`src/logic/twd_pkg.sv`:
```
`default_nettype none
package twd_pkg;
  // Register byte offsets
  localparam logic [7:0] OFF_REVID  = 8'h00;
  localparam logic [7:0] OFF_GPEN   = 8'h08;
  localparam logic [7:0] OFF_CNTLO  = 8'h10;
  localparam logic [7:0] OFF_CNTHI  = 8'h14;
  localparam logic [7:0] OFF_PRDLO  = 8'h18;
  localparam logic [7:0] OFF_PRDHI  = 8'h1c;
  localparam logic [7:0] OFF_TCR    = 8'h20;
  localparam logic [7:0] OFF_GCR    = 8'h24;
  localparam logic [7:0] OFF_WDCR   = 8'h28;
  localparam logic [7:0] OFF_RELLO  = 8'h34;
  localparam logic [7:0] OFF_RELHI  = 8'h38;
  localparam logic [7:0] OFF_ISTAT  = 8'h44;
  localparam logic [7:0] OFF_CMP0   = 8'h60;
  localparam logic [7:0] OFF_PWRREQ = 8'h80;
  // Field positions
  localparam int TCR_ENA_LO   = 6;
  localparam int TCR_ENA_HI   = 22;
  localparam int TCR_PWID     = 4;
  localparam int TCR_CP       = 3;
  localparam int TCR_INV      = 2;
  localparam int GCR_RS_LO    = 0;
  localparam int GCR_RS_HI    = 1;
  localparam int GCR_MODE     = 2;
  localparam int GCR_PLUS     = 4;
  localparam int WD_EN        = 14;
  localparam int WD_KEY       = 16;
  localparam int GP_ENO       = 17;
  localparam int GP_ENI       = 16;
  localparam int IS_PRD       = 1;
  localparam int IS_EVT       = 0;
  // Values
  localparam logic [1:0]  MODE_64    = 2'h0;
  localparam logic [1:0]  MODE_U32   = 2'h1;
  localparam logic [1:0]  MODE_WD    = 2'h2;
  localparam logic [1:0]  ENA_OFF    = 2'h0;
  localparam logic [1:0]  ENA_ONCE   = 2'h1;
  localparam logic [1:0]  ENA_RELOAD = 2'h3;
  localparam logic [15:0] KEY_ARM    = 16'ha5c6;
  localparam logic [15:0] KEY_FIRE   = 16'hda7e;
  localparam logic [31:0] RST_ZERO   = 32'h0000_0000;
  localparam logic [31:0] RST_PRD    = 32'hffff_ffff;
  localparam logic [1:0]  RESP_OKAY  = 2'b00;
  localparam logic [1:0]  RESP_SLV   = 2'b10;
  localparam int          NUM_CMP    = 8;
  // Watchdog states, Gray along the path
  typedef enum logic [1:0] {
    WD_OFF  = 2'b00,
    WD_PRE  = 2'b01,
    WD_ACT  = 2'b11,
    WD_TOUT = 2'b10
  } twd_wd_t;
endpackage
`default_nettype wire

```
`src/logic/twd_top.sv`:
```
//How it works
//- Counter above period wraps through max
//- Active timer blocks counter/period/control writes
//- Watchdog off after reset, registers accessible
//- Watchdog needs mode 2 and enable
//- Watchdog uses internal clock, no one-shot
//- 64-bit match in watchdog resets processor
//- Enable plus A5C6 enters pre-active
//- Pre-active accepts control writes with key
//- DA7E with enable clears, goes active
//- A5C6 then DA7E services, clears counter
//- Any other key forces timeout immediately
//- Active watchdog cannot be disabled by software
//- Timeout clears enable, resets timer
//- Pre-active onward locks counter, period, control
//- Watchdog ignores power-down requests
//- Outside the active watchdog, run bit low freezes that half
//- Hardware reset restores all defaults
//- Period match raises interrupt and DMA
//- Extended mode compare match raises events
//- Output pin pulse or clock, width, invert
//- GPIO enable keeps low half in reset
//- Status flags clear on write one
//
// Chosen here: the AXI4-Lite register port and the placing of the registers.
`timescale 1ns/10ps
`default_nettype none
module twd_top #(
  parameter logic [31:0] REV_ID = 32'h0000_0001 // Arbitrary value
) (
  input  wire logic        mclk,
  input  wire logic        rst_b,
  input  wire logic [7:0]  s_axi_awaddr,
  input  wire logic        s_axi_awvalid,
  output logic             s_axi_awready,
  input  wire logic [31:0] s_axi_wdata,
  input  wire logic [3:0]  s_axi_wstrb,
  input  wire logic        s_axi_wvalid,
  output logic             s_axi_wready,
  output logic [1:0]       s_axi_bresp,
  output logic             s_axi_bvalid,
  input  wire logic        s_axi_bready,
  input  wire logic [7:0]  s_axi_araddr,
  input  wire logic        s_axi_arvalid,
  output logic             s_axi_arready,
  output logic [31:0]      s_axi_rdata,
  output logic [1:0]       s_axi_rresp,
  output logic             s_axi_rvalid,
  input  wire logic        s_axi_rready,
  input  wire logic        power_down_req,
  output logic             power_down_ack,
  output logic             cpu_interrupt_event,
  output logic             dma_request_event,
  output logic             timer_output_pin,
  output logic             proc_reset_req
);
  typedef twd_pkg::twd_wd_t twd_wd_st_t;

  logic [31:0] cnt_lo_q, cnt_hi_q, prd_lo_q, prd_hi_q, rel_lo_q, rel_hi_q;
  logic [31:0] tcr_q, gcr_q, gpen_q;
  logic [31:0] cmp_q [twd_pkg::NUM_CMP];
  logic        watchdog_enable_bit_q, armed_q, pwr_q;
  logic [1:0]  ist_q;
  twd_wd_st_t  wd_q;
  logic [7:0]  aw_q;
  logic [31:0] w_q;
  logic [3:0]  ws_q;
  logic        awv_q, wv_q;
  logic [2:0]  pw_cnt_q;
  logic        tstat_q;
  logic        int_q, dma_q, pin_q, rst_req_q;
  function automatic logic [31:0] merge(input logic [31:0] o, input logic [31:0] n,
                                        input logic [3:0] s);
    logic [31:0] r;
    r = o;
    for (int i = 0; i < 4; i++) begin
      if (s[i]) begin
        r[8*i +: 8] = n[8*i +: 8];
      end
    end
    return r;
  endfunction

  // Decode
  wire         wr_go    = awv_q && wv_q && !s_axi_bvalid;
  wire [31:0]  wv       = w_q;
  wire [1:0]   mode     = gcr_q[twd_pkg::GCR_MODE +: 2];
  wire [1:0]   ena_lo   = tcr_q[twd_pkg::TCR_ENA_LO +: 2];
  wire [1:0]   ena_hi   = tcr_q[twd_pkg::TCR_ENA_HI +: 2];
  wire         rs_lo    = gcr_q[twd_pkg::GCR_RS_LO];
  wire         rs_hi    = gcr_q[twd_pkg::GCR_RS_HI];
  wire         plus     = gcr_q[twd_pkg::GCR_PLUS];
  wire         wd_mode  = (mode == twd_pkg::MODE_WD) && watchdog_enable_bit_q;
  wire         wd_lock  = (wd_q != twd_pkg::WD_OFF);
  wire         active   = (ena_lo != twd_pkg::ENA_OFF) || (ena_hi != twd_pkg::ENA_OFF);
  wire         gp_block = gpen_q[twd_pkg::GP_ENO] || gpen_q[twd_pkg::GP_ENI];
  wire         run_lo   = rs_lo && !gp_block;
  wire [63:0]  cnt64    = {cnt_hi_q, cnt_lo_q};
  wire [63:0]  prd64    = {prd_hi_q, prd_lo_q};
  wire         chain    = (mode != twd_pkg::MODE_U32);
  wire         wd_run   = (wd_q == twd_pkg::WD_ACT);
  wire         run64    = wd_run || (ena_lo != twd_pkg::ENA_OFF && run_lo && rs_hi);
  wire         hit64    = chain && run64 && (cnt64 == prd64);
  wire         hit_lo   = !chain && ena_lo != twd_pkg::ENA_OFF && run_lo && cnt_lo_q == prd_lo_q;
  wire         hit_hi   = !chain && ena_hi != twd_pkg::ENA_OFF && rs_hi && cnt_hi_q == prd_hi_q;
  wire         per_hit  = hit64 || hit_lo || hit_hi;
  logic        cmp_hit;
  always_comb begin
    cmp_hit = 1'b0;
    for (int i = 0; i < twd_pkg::NUM_CMP; i++) begin
      if (cnt_lo_q == cmp_q[i]) begin
        cmp_hit = 1'b1;
      end
    end
  end
  wire         ev_cmp   = plus && !chain && ena_lo != twd_pkg::ENA_OFF && run_lo && cmp_hit;

  // Key handling
  wire         wr_wd    = wr_go && aw_q == twd_pkg::OFF_WDCR;
  wire [15:0]  key      = wv[twd_pkg::WD_KEY +: 16];
  wire         key_wr   = wr_wd && ws_q[3:2] == 2'b11;
  wire         k_arm    = key_wr && key == twd_pkg::KEY_ARM;
  wire         k_fire   = key_wr && key == twd_pkg::KEY_FIRE;
  wire         k_bad    = key_wr && !k_arm && !k_fire && wd_lock;
  wire         serviced = wd_run && k_fire && armed_q;
  wire         wd_hit   = wd_run && (cnt64 == prd64);
  wire         tout_go  = (wd_hit || k_bad) && (wd_q == twd_pkg::WD_ACT || wd_q == twd_pkg::WD_PRE);
  wire         go_pre   = wd_q == twd_pkg::WD_OFF && watchdog_enable_bit_q && mode == twd_pkg::MODE_WD && k_arm;
  wire         go_act   = wd_q == twd_pkg::WD_PRE && k_fire && watchdog_enable_bit_q;
  wire         wr_en_ok = (wd_q == twd_pkg::WD_OFF) || (wd_q == twd_pkg::WD_PRE && (k_arm || k_fire));

  // Watchdog state machine
  always_ff @(posedge mclk) begin
    if (!rst_b) begin
      wd_q      <= twd_pkg::WD_OFF;
      armed_q   <= 1'b0;
      rst_req_q <= 1'b0;
    end else begin
      rst_req_q <= 1'b0;
      case (wd_q)
        twd_pkg::WD_OFF:  if (go_pre) begin
          wd_q <= twd_pkg::WD_PRE;
        end
        twd_pkg::WD_PRE:  if (tout_go) begin
          wd_q <= twd_pkg::WD_TOUT;
          rst_req_q <= 1'b1;
        end else if (go_act) begin
          wd_q <= twd_pkg::WD_ACT;
          armed_q <= 1'b0;
        end
        twd_pkg::WD_ACT:  if (tout_go) begin
          wd_q <= twd_pkg::WD_TOUT;
          rst_req_q <= 1'b1;
        end else if (k_arm) begin
          armed_q <= 1'b1;
        end else if (k_fire) begin
          armed_q <= 1'b0;
        end
        twd_pkg::WD_TOUT: wd_q <= twd_pkg::WD_OFF;
        default:          wd_q <= twd_pkg::WD_OFF;
      endcase
    end
  end

  // AXI write channel
  wire       lock_cnt = (active && !wd_lock) || wd_lock;
  wire       wr_ok_cnt = wr_go && !lock_cnt;
  always_ff @(posedge mclk) begin
    if (!rst_b) begin
      awv_q <= 1'b0;
      wv_q  <= 1'b0;
      aw_q  <= 8'h00;
      w_q   <= twd_pkg::RST_ZERO;
      ws_q  <= 4'h0;
      s_axi_bvalid <= 1'b0;
      s_axi_bresp  <= twd_pkg::RESP_OKAY;
    end else begin
      if (s_axi_awvalid && s_axi_awready) begin
        awv_q <= 1'b1;
        aw_q  <= s_axi_awaddr;
      end
      if (s_axi_wvalid && s_axi_wready) begin
        wv_q <= 1'b1;
        w_q  <= s_axi_wdata;
        ws_q <= s_axi_wstrb;
      end
      if (wr_go) begin
        awv_q <= 1'b0;
        wv_q  <= 1'b0;
        s_axi_bvalid <= 1'b1;
        s_axi_bresp  <= (aw_q > twd_pkg::OFF_PWRREQ) ? twd_pkg::RESP_SLV : twd_pkg::RESP_OKAY;
      end else if (s_axi_bvalid && s_axi_bready) begin
        s_axi_bvalid <= 1'b0;
      end
    end
  end
  assign s_axi_awready = !awv_q && !s_axi_bvalid;
  assign s_axi_wready  = !wv_q && !s_axi_bvalid;

  // Control registers
  wire [31:0] tcr_new = merge(tcr_q, wv, ws_q);
  wire [31:0] gcr_new = merge(gcr_q, wv, ws_q) & ~({31'h0, gp_block} << twd_pkg::GCR_RS_LO);
  always_ff @(posedge mclk) begin
    if (!rst_b) begin
      tcr_q  <= twd_pkg::RST_ZERO;
      gcr_q  <= twd_pkg::RST_ZERO;
      gpen_q <= twd_pkg::RST_ZERO;
      rel_lo_q <= twd_pkg::RST_ZERO;
      rel_hi_q <= twd_pkg::RST_ZERO;
      watchdog_enable_bit_q <= 1'b0;
      pwr_q  <= 1'b0;
      for (int i = 0; i < twd_pkg::NUM_CMP; i++) begin
        cmp_q[i] <= twd_pkg::RST_ZERO;
      end
    end else begin
      pwr_q <= power_down_req && !wd_mode && !wd_lock;
      if (wd_q == twd_pkg::WD_TOUT) begin
        watchdog_enable_bit_q <= 1'b0;
        tcr_q[twd_pkg::TCR_ENA_LO +: 2] <= twd_pkg::ENA_OFF;
        tcr_q[twd_pkg::TCR_ENA_HI +: 2] <= twd_pkg::ENA_OFF;
      end else if (wr_wd && wr_en_ok && ws_q[1]) begin
        watchdog_enable_bit_q <= wv[twd_pkg::WD_EN];
      end
      if (wr_go && aw_q == twd_pkg::OFF_TCR && !wd_lock) begin
        if (active) begin
          tcr_q[twd_pkg::TCR_ENA_LO +: 2] <= tcr_new[twd_pkg::TCR_ENA_LO +: 2];
          tcr_q[twd_pkg::TCR_ENA_HI +: 2] <= tcr_new[twd_pkg::TCR_ENA_HI +: 2];
        end else begin
          tcr_q <= tcr_new;
          if (gcr_q[twd_pkg::GCR_MODE +: 2] == twd_pkg::MODE_WD &&
              tcr_new[twd_pkg::TCR_ENA_LO +: 2] == twd_pkg::ENA_ONCE) begin
            tcr_q[twd_pkg::TCR_ENA_LO +: 2] <= twd_pkg::ENA_OFF;
          end
        end
      end
      if (wr_go && aw_q == twd_pkg::OFF_GCR) begin
        if (active || wd_lock) begin
          gcr_q[twd_pkg::GCR_RS_LO] <= gcr_new[twd_pkg::GCR_RS_LO];
          gcr_q[twd_pkg::GCR_RS_HI] <= gcr_new[twd_pkg::GCR_RS_HI];
        end else begin
          gcr_q <= gcr_new;
        end
      end
      if (wr_go && aw_q == twd_pkg::OFF_GPEN) begin
        gpen_q <= merge(gpen_q, wv, ws_q);
      end
      if (wr_go && aw_q == twd_pkg::OFF_RELLO) begin
        rel_lo_q <= merge(rel_lo_q, wv, ws_q);
      end
      if (wr_go && aw_q == twd_pkg::OFF_RELHI) begin
        rel_hi_q <= merge(rel_hi_q, wv, ws_q);
      end
      for (int i = 0; i < twd_pkg::NUM_CMP; i++) begin
        if (wr_go && aw_q == twd_pkg::OFF_CMP0 + 8'(4 * i)) begin
          cmp_q[i] <= merge(cmp_q[i], wv, ws_q);
        end
      end
    end
  end

  // Counters and period
  wire        clr_cnt = go_act || serviced || wd_q == twd_pkg::WD_TOUT;
  wire [63:0] cnt64_n = hit64 ? 64'h0 : cnt64 + 64'h1;
  wire        reload  = ena_lo == twd_pkg::ENA_RELOAD && !wd_mode;
  always_ff @(posedge mclk) begin
    if (!rst_b) begin
      cnt_lo_q <= twd_pkg::RST_ZERO;
      cnt_hi_q <= twd_pkg::RST_ZERO;
      prd_lo_q <= twd_pkg::RST_PRD;
      prd_hi_q <= twd_pkg::RST_PRD;
    end else if (clr_cnt) begin
      cnt_lo_q <= twd_pkg::RST_ZERO;
      cnt_hi_q <= twd_pkg::RST_ZERO;
    end else begin
      if (chain && run64 && !(hit64 && ena_lo == twd_pkg::ENA_ONCE)) begin
        cnt_lo_q <= cnt64_n[31:0];
        cnt_hi_q <= cnt64_n[63:32];
        if (hit64 && reload) begin
          prd_lo_q <= rel_lo_q;
          prd_hi_q <= rel_hi_q;
        end
      end else if (!chain) begin
        if (ena_lo != twd_pkg::ENA_OFF && run_lo && !(hit_lo && ena_lo == twd_pkg::ENA_ONCE)) begin
          cnt_lo_q <= hit_lo ? twd_pkg::RST_ZERO : cnt_lo_q + 32'h1;
        end
        if (ena_hi != twd_pkg::ENA_OFF && rs_hi && !(hit_hi && ena_hi == twd_pkg::ENA_ONCE)) begin
          cnt_hi_q <= hit_hi ? twd_pkg::RST_ZERO : cnt_hi_q + 32'h1;
        end
      end
      if (wr_ok_cnt && aw_q == twd_pkg::OFF_CNTLO) begin
        cnt_lo_q <= merge(cnt_lo_q, wv, ws_q);
      end
      if (wr_ok_cnt && aw_q == twd_pkg::OFF_CNTHI) begin
        cnt_hi_q <= merge(cnt_hi_q, wv, ws_q);
      end
      if (wr_ok_cnt && aw_q == twd_pkg::OFF_PRDLO) begin
        prd_lo_q <= merge(prd_lo_q, wv, ws_q);
      end
      if (wr_ok_cnt && aw_q == twd_pkg::OFF_PRDHI) begin
        prd_hi_q <= merge(prd_hi_q, wv, ws_q);
      end
    end
  end

  // Events, status and output pin
  wire       ev_per  = per_hit && !wd_mode;
  wire       w1c_prd = wr_go && aw_q == twd_pkg::OFF_ISTAT && ws_q[0] && wv[twd_pkg::IS_PRD];
  wire       w1c_evt = wr_go && aw_q == twd_pkg::OFF_ISTAT && ws_q[0] && wv[twd_pkg::IS_EVT];
  wire [1:0] pwid    = tcr_q[twd_pkg::TCR_PWID +: 2];
  always_ff @(posedge mclk) begin
    if (!rst_b) begin
      ist_q    <= 2'b00;
      int_q    <= 1'b0;
      dma_q    <= 1'b0;
      tstat_q  <= 1'b0;
      pw_cnt_q <= 3'h0;
      pin_q    <= 1'b0;
    end else begin
      ist_q[twd_pkg::IS_PRD] <= ev_per || (ist_q[twd_pkg::IS_PRD] && !w1c_prd);
      ist_q[twd_pkg::IS_EVT] <= ev_cmp || (ist_q[twd_pkg::IS_EVT] && !w1c_evt);
      int_q <= ev_per || ev_cmp;
      dma_q <= ev_per || ev_cmp;
      if (tcr_q[twd_pkg::TCR_CP]) begin
        if (ev_per) begin
          tstat_q <= !tstat_q;
        end
      end else if (ev_per) begin
        tstat_q  <= 1'b1;
        pw_cnt_q <= {1'b0, pwid};
      end else if (pw_cnt_q != 3'h0) begin
        pw_cnt_q <= pw_cnt_q - 3'h1;
      end else begin
        tstat_q <= 1'b0;
      end
      pin_q <= tstat_q ^ tcr_q[twd_pkg::TCR_INV];
    end
  end

  // AXI read channel
  logic [31:0] rd_mux;
  always_comb begin
    rd_mux = twd_pkg::RST_ZERO;
    case (s_axi_araddr)
      twd_pkg::OFF_REVID: rd_mux = REV_ID;
      twd_pkg::OFF_GPEN:  rd_mux = gpen_q;
      twd_pkg::OFF_CNTLO: rd_mux = cnt_lo_q;
      twd_pkg::OFF_CNTHI: rd_mux = cnt_hi_q;
      twd_pkg::OFF_PRDLO: rd_mux = prd_lo_q;
      twd_pkg::OFF_PRDHI: rd_mux = prd_hi_q;
      twd_pkg::OFF_TCR:   rd_mux = tcr_q;
      twd_pkg::OFF_GCR:   rd_mux = gcr_q;
      twd_pkg::OFF_WDCR:  rd_mux = {16'h0, 1'b0, watchdog_enable_bit_q, 12'h0, wd_q};
      twd_pkg::OFF_RELLO: rd_mux = rel_lo_q;
      twd_pkg::OFF_RELHI: rd_mux = rel_hi_q;
      twd_pkg::OFF_ISTAT: rd_mux = {30'h0, ist_q};
      default: begin
        if (s_axi_araddr >= twd_pkg::OFF_CMP0 && s_axi_araddr < twd_pkg::OFF_PWRREQ) begin
          rd_mux = cmp_q[s_axi_araddr[4:2]];
        end
      end
    endcase
  end
  always_ff @(posedge mclk) begin
    if (!rst_b) begin
      s_axi_rvalid <= 1'b0;
      s_axi_rdata  <= twd_pkg::RST_ZERO;
      s_axi_rresp  <= twd_pkg::RESP_OKAY;
    end else if (s_axi_arvalid && s_axi_arready) begin
      s_axi_rvalid <= 1'b1;
      s_axi_rdata  <= rd_mux;
      s_axi_rresp  <= (s_axi_araddr >= twd_pkg::OFF_PWRREQ) ? twd_pkg::RESP_SLV : twd_pkg::RESP_OKAY;
    end else if (s_axi_rvalid && s_axi_rready) begin
      s_axi_rvalid <= 1'b0;
    end
  end
  assign s_axi_arready = !s_axi_rvalid;

  assign cpu_interrupt_event = int_q;
  assign dma_request_event   = dma_q;
  assign timer_output_pin    = pin_q;
  assign proc_reset_req      = rst_req_q;
  assign power_down_ack      = pwr_q;

  a_tout_reset: assert property (@(posedge mclk) disable iff (!rst_b)
    wd_q == twd_pkg::WD_TOUT |-> proc_reset_req ##1 !proc_reset_req)
    else $error("reset request not one clock on timeout");
  a_bad_key: assert property (@(posedge mclk) disable iff (!rst_b)
    (k_bad && wd_q == twd_pkg::WD_ACT) |=> wd_q == twd_pkg::WD_TOUT)
    else $error("bad key did not time out");
  a_enable_clear: assert property (@(posedge mclk) disable iff (!rst_b)
    wd_q == twd_pkg::WD_TOUT |=> !watchdog_enable_bit_q)
    else $error("enable survived timeout");
  a_pwr_block: assert property (@(posedge mclk) disable iff (!rst_b)
    wd_lock |=> !power_down_ack)
    else $error("power down acknowledged in watchdog");
  a_wd_active: assert property (@(posedge mclk) disable iff (!rst_b)
    (wd_q == twd_pkg::WD_ACT && !tout_go) |=> wd_q == twd_pkg::WD_ACT)
    else $error("active watchdog left without timeout");
  a_serv_clear: assert property (@(posedge mclk) disable iff (!rst_b)
    serviced && !tout_go |=> cnt_lo_q == 32'h0 && cnt_hi_q == 32'h0)
    else $error("service did not clear counter");
  a_flag_keep: assert property (@(posedge mclk) disable iff (!rst_b)
    ev_per |=> ist_q[twd_pkg::IS_PRD])
    else $error("period flag lost");
  a_gpio_hold: assert property (@(posedge mclk) disable iff (!rst_b)
    (gp_block && !chain && !clr_cnt && !wr_go) |=> $stable(cnt_lo_q))
    else $error("low half ran with gpio enabled");
endmodule
`default_nettype wire

```
`config.mk`:
```
export PLATFORM = sky130hd
export DESIGN_NAME = twd_top
export DESIGN_NICKNAME = d
export VERILOG_FILES = /design/src/logic/twd_pkg.sv /design/src/logic/twd_top.sv
export SDC_FILE = /design/constraint.sdc
export NUM_CORES = 2
export LEC_CHECK = 0
export ABC_CLOCK_PERIOD_IN_PS = 3950
export BUFFER_PORTS_ARGS = -buffer_cell sky130_fd_sc_hd__buf_4
export CAP_MARGIN = 5
export CORE_ASPECT_RATIO = 1.75
export CORE_MARGIN = 4
export CORE_UTILIZATION = 35
export CTS_BUF_LIST = sky130_fd_sc_hd__clkbuf_4 sky130_fd_sc_hd__clkbuf_8
export DETAILED_ROUTE_END_ITERATION = 8
export SLEW_MARGIN = 20
export SYNTH_ARGS = -nofsm -noshare
export SYNTH_HDL_FRONTEND = slang
export SYNTH_SLANG_ARGS = --single-unit
```
`constraint.sdc`:
```
create_clock -name mclk -period 3.95 [get_ports mclk]
set_clock_uncertainty 0.1 [all_clocks]
set_input_delay 0.5925 -clock mclk [delete_from_list [all_inputs] [get_ports mclk]]
set_output_delay 0.5925 -clock mclk [all_outputs]
set_load 0.05 [all_outputs]
```
==> summary.md <==
| Metric | Value |
|---|---|
| Fraction of layout cells with a size suffix above 1 | `approximately 16%` |
| Clock buffer depth | `3` |
| Synthesized area | `0.03442 mm^2` |
| Initial Util | `roughly 35%` |
| Tightest Pin Transition | `1.291 ns` |
| Iteration-0 DRC Markers | `roughly 3,400` |
| Routed vias/inst | `6.039` |
| Via Count | `31,440` |
| #FFs+latches synth | `640` |
| RR Startpoint | `s_axi_bvalid` |
| Final min period | `roughly 3.9 ns` |
| Worst R2R Setup Slack | `0.1 ns` |
| Most common cell in the netlist | `nand2_1` |
| Final WL | `164,600 um` |
| PD cells | `approximately 370 mW/mm^2` |
| Worst vdd ir | `roughly 0.24 mV` |
| R2R cell count | `6` |
| RSZ-0062 raised after global routing | `no` |
| Clock sinks | `640` |
| Relative max-transition margin | `13.17%` |
| CTS buffer count | `between 90 and 100` |
| Ranking of synthesized cells by area | `dfxtp_1, edfxtp_1, xor2_1, nand2_1, mux4_2` |
| Max_cap viols | `0` |
| WL/cell | `31.62 um` |
| Total core area | `slightly below 0.1 mm^2` |
| Final hold violation count | `0` |
| Peak Freq | `about 260 MHz` |
| Slew Viols, Final | `0` |
| Clk network pwr share | `40.7%` |
| Final setup vio count | `0` |
| Crit end category | `flip-flop` |
| Fin crit share | `97.51%` |
| Ports | `106` |
| Total grt overflow | `0` |
| Netlist cell types | `96` |
| Std cell rows | `151` |
| Post-synth ARST share | `0%` |
| Worst Path Class, Setup | `flip-flop to flip-flop` |
| Worst-Skew Late Latency | `0.82 ns` |
| Comb pwr share | `10.2%` |
| Root Buffer | `clkbuf_8` |
| TNS Setup | `0 ns` |
| Initial antenna violation count | `3` |
| Die height | `between 400 and 500 um` |
| Die X | `245.1 um` |
| Post-synthesis sequential area ratio | `approximately 45%` |
| Die Footprint | `0.1036 mm^2` |
| Sw Ratio | `27.83%` |
| Critical Path Start Type | `flip-flop` |
| First-pass GRT wire length | `228,600 um` |
| Arrival @ worst endpoint | `4.48 ns` |
| Final nets | `a little under 4,000` |
| Switch Pwr | `approximately 0.0041 W` |
| Synth-to-layout area growth | `16.31%` |
| Data required time at the worst endpoint | `4.57 ns` |
| PortBufs | `around 100` |
| Detailed placement HPWL | `around 120,000 um` |
| CTS tree | `built` |
| Fillers | `9,668` |
| Avg Inst Size Synth | `9.249 um^2` |
| Largest area contributor in the netlist | `dfxtp_1` |
| Synth warn | `0` |
| Leakage power | `15.00 nW` |
| Min-Delay Path Depth | `2` |
| EDFF count, synth | `256` |
| Gr usage total | `30.67%` |
| Total Power | `between 0.01 and 0.015 W` |
| ANT nets after route | `0` |
| Synth Instances | `3,722` |
| DR pass1 iterations | `6` |
| Cell internal pwr | `0.01068 W` |
| H-tree levels | `3` |
| WHS Endpoint | `power_down_ack` |
| Hold_sp | `power_down_req` |
| Primary FF master, synth | `dfxtp_1` |
| Top cells by count, synth | `nand2_1, dfxtp_1, a21oi_1, clkbuf_1, xor2_1` |
| Sequential power share | `roughly half` |
| Setup Fix Bufs, Post-CTS | `0` |
| DRC Markers | `0` |
| Gpl congestion | `between 1 and 1.5` |
| Vias in the first global route | `around 31,000` |
| Largest net degree at the start of global routing | `132` |
| Hold/Removal Path Class | `input pin to flip-flop` |
| FF-to-FF End | `cnt_lo_q[29]` |
| CTS clk-pin slew, worst paths | `0.07 ns` |
| Critical path fanouts, max | `8` |
| Status | `finished clean` |
| Synth top area share | `22.33%` |
state kept, by name (all words and copies together) (netlist names), 2 cells and up:
signal and cells:
wd_q 2, ist_q 2, prd_lo_q 32, pw_cnt_q 3, s_axi_rdata 32, tcr_q 32, aw_q 8, w_q 32
gcr_q 32, rel_hi_q 32, gpen_q 32, cnt_hi_q 32, cnt_lo_q 32, prd_hi_q 32, rel_lo_q 32, ws_q 4
cmp_q 256
cells by family (layout without fill, tap and decap cells):
logic type	Yosys count	after routing	share of synthesized area (%)
compound gates	739	739	13.95
xor+xnor	329	329	8.371
fa+ha+maj	4	4	0.1454
buf+inv	401	582	4.569
flops	640	640	44.66
mux	194	194	8.033
other cells	1	4	0.01089
simple gates	1414	1414	20.26
layer usage:
metal	global-route usage [%]	part of all wire [%]
met1	30.75	32
met2	53.39	49
met3	4.420	6.7
met4	29.72	12
met5	0	0
layout by cell type (no fill, tap or decap), types with 88 or more instances in the layout:
cell type,instances
clkbuf_8,113
nand2_1,544
edfxtp_1,256
and2_1,221
nor2_1,142
dfxtp_1,380
o21ai_0,105
mux2i_1,112
a21oi_1,272
nor3_1,88
xor2_1,257
nand3_1,173
buf_4,299
final cells by class:
class	count	area (um^2)	area share, %
inverter	40	157.7	0.3937
clock buffer	145	1795	4.484
antenna	2	5.005	0.01250
multi-input combinational	2682	17680	44.16
timing repair buffer	368	3156	7.881
clock inverter	29	239.0	0.5969
tap	1300	1627	4.062
sequential	640	15380	38.41
metrics by stage:
step	instances	cell area (um^2)	hold WS, ns	utilization (%)	setup slack [ns]
6_report	5206	40040	0.05530	41.15	0.09841
3_3_place_gp	4982	37480	0.3381	38.52	0.1291
5_1_grt	5205	40040	0.04693	41.15	0.1096
2_1_floorplan	3723	34430	0.3314	-	1.037
3_5_place_dp	4983	37500	0.3469	38.54	0.1323
4_1_cts	5204	40010	0.008008	41.12	0.1190
how the worst max path moves through the flow:
stage                            start      endpoint  cells after the start
after floorplan           s_axi_bvalid  cnt_hi_q[13]                      9
after detailed placement   prd_lo_q[7]  cnt_hi_q[26]                      9
after global placement     prd_lo_q[7]  cnt_hi_q[26]                      9
after CTS                  prd_lo_q[7]  cnt_hi_q[26]                      9
final                     s_axi_bvalid  cnt_lo_q[29]                      6
after global routing       prd_lo_q[7]  cnt_hi_q[19]                      8
power by group through the flow:
stage	combinational [W]	clock [W]	sequential, W
final	0.00151	0.00602	0.00726
after global routing	0.00156	0.00629	0.00727
after CTS	0.00148	0.00606	0.00726
after detailed placement	0.00143	0	0.00740
after global placement	0.00143	0	0.00740
after floorplan	0.000745	0	0.00735
worst max-delay path, cell delays in order, from the launching register on:
cell and delay, ns:
dfxtp_1 0.36, nand3b_1 0.31, nor4_1 1.09, nand4_1 0.78, o21ai_1 0.77, o21ai_0 0.20
a21oi_1 0.17
timing repair:
item,in CTS,in global routing
hold buffers,47,0
gates resized for setup,0,1
endpoints found under the setup margin,0,6
hold endpoints to repair,46,0
No activity file was read; power rests on OpenSTA's default activity.
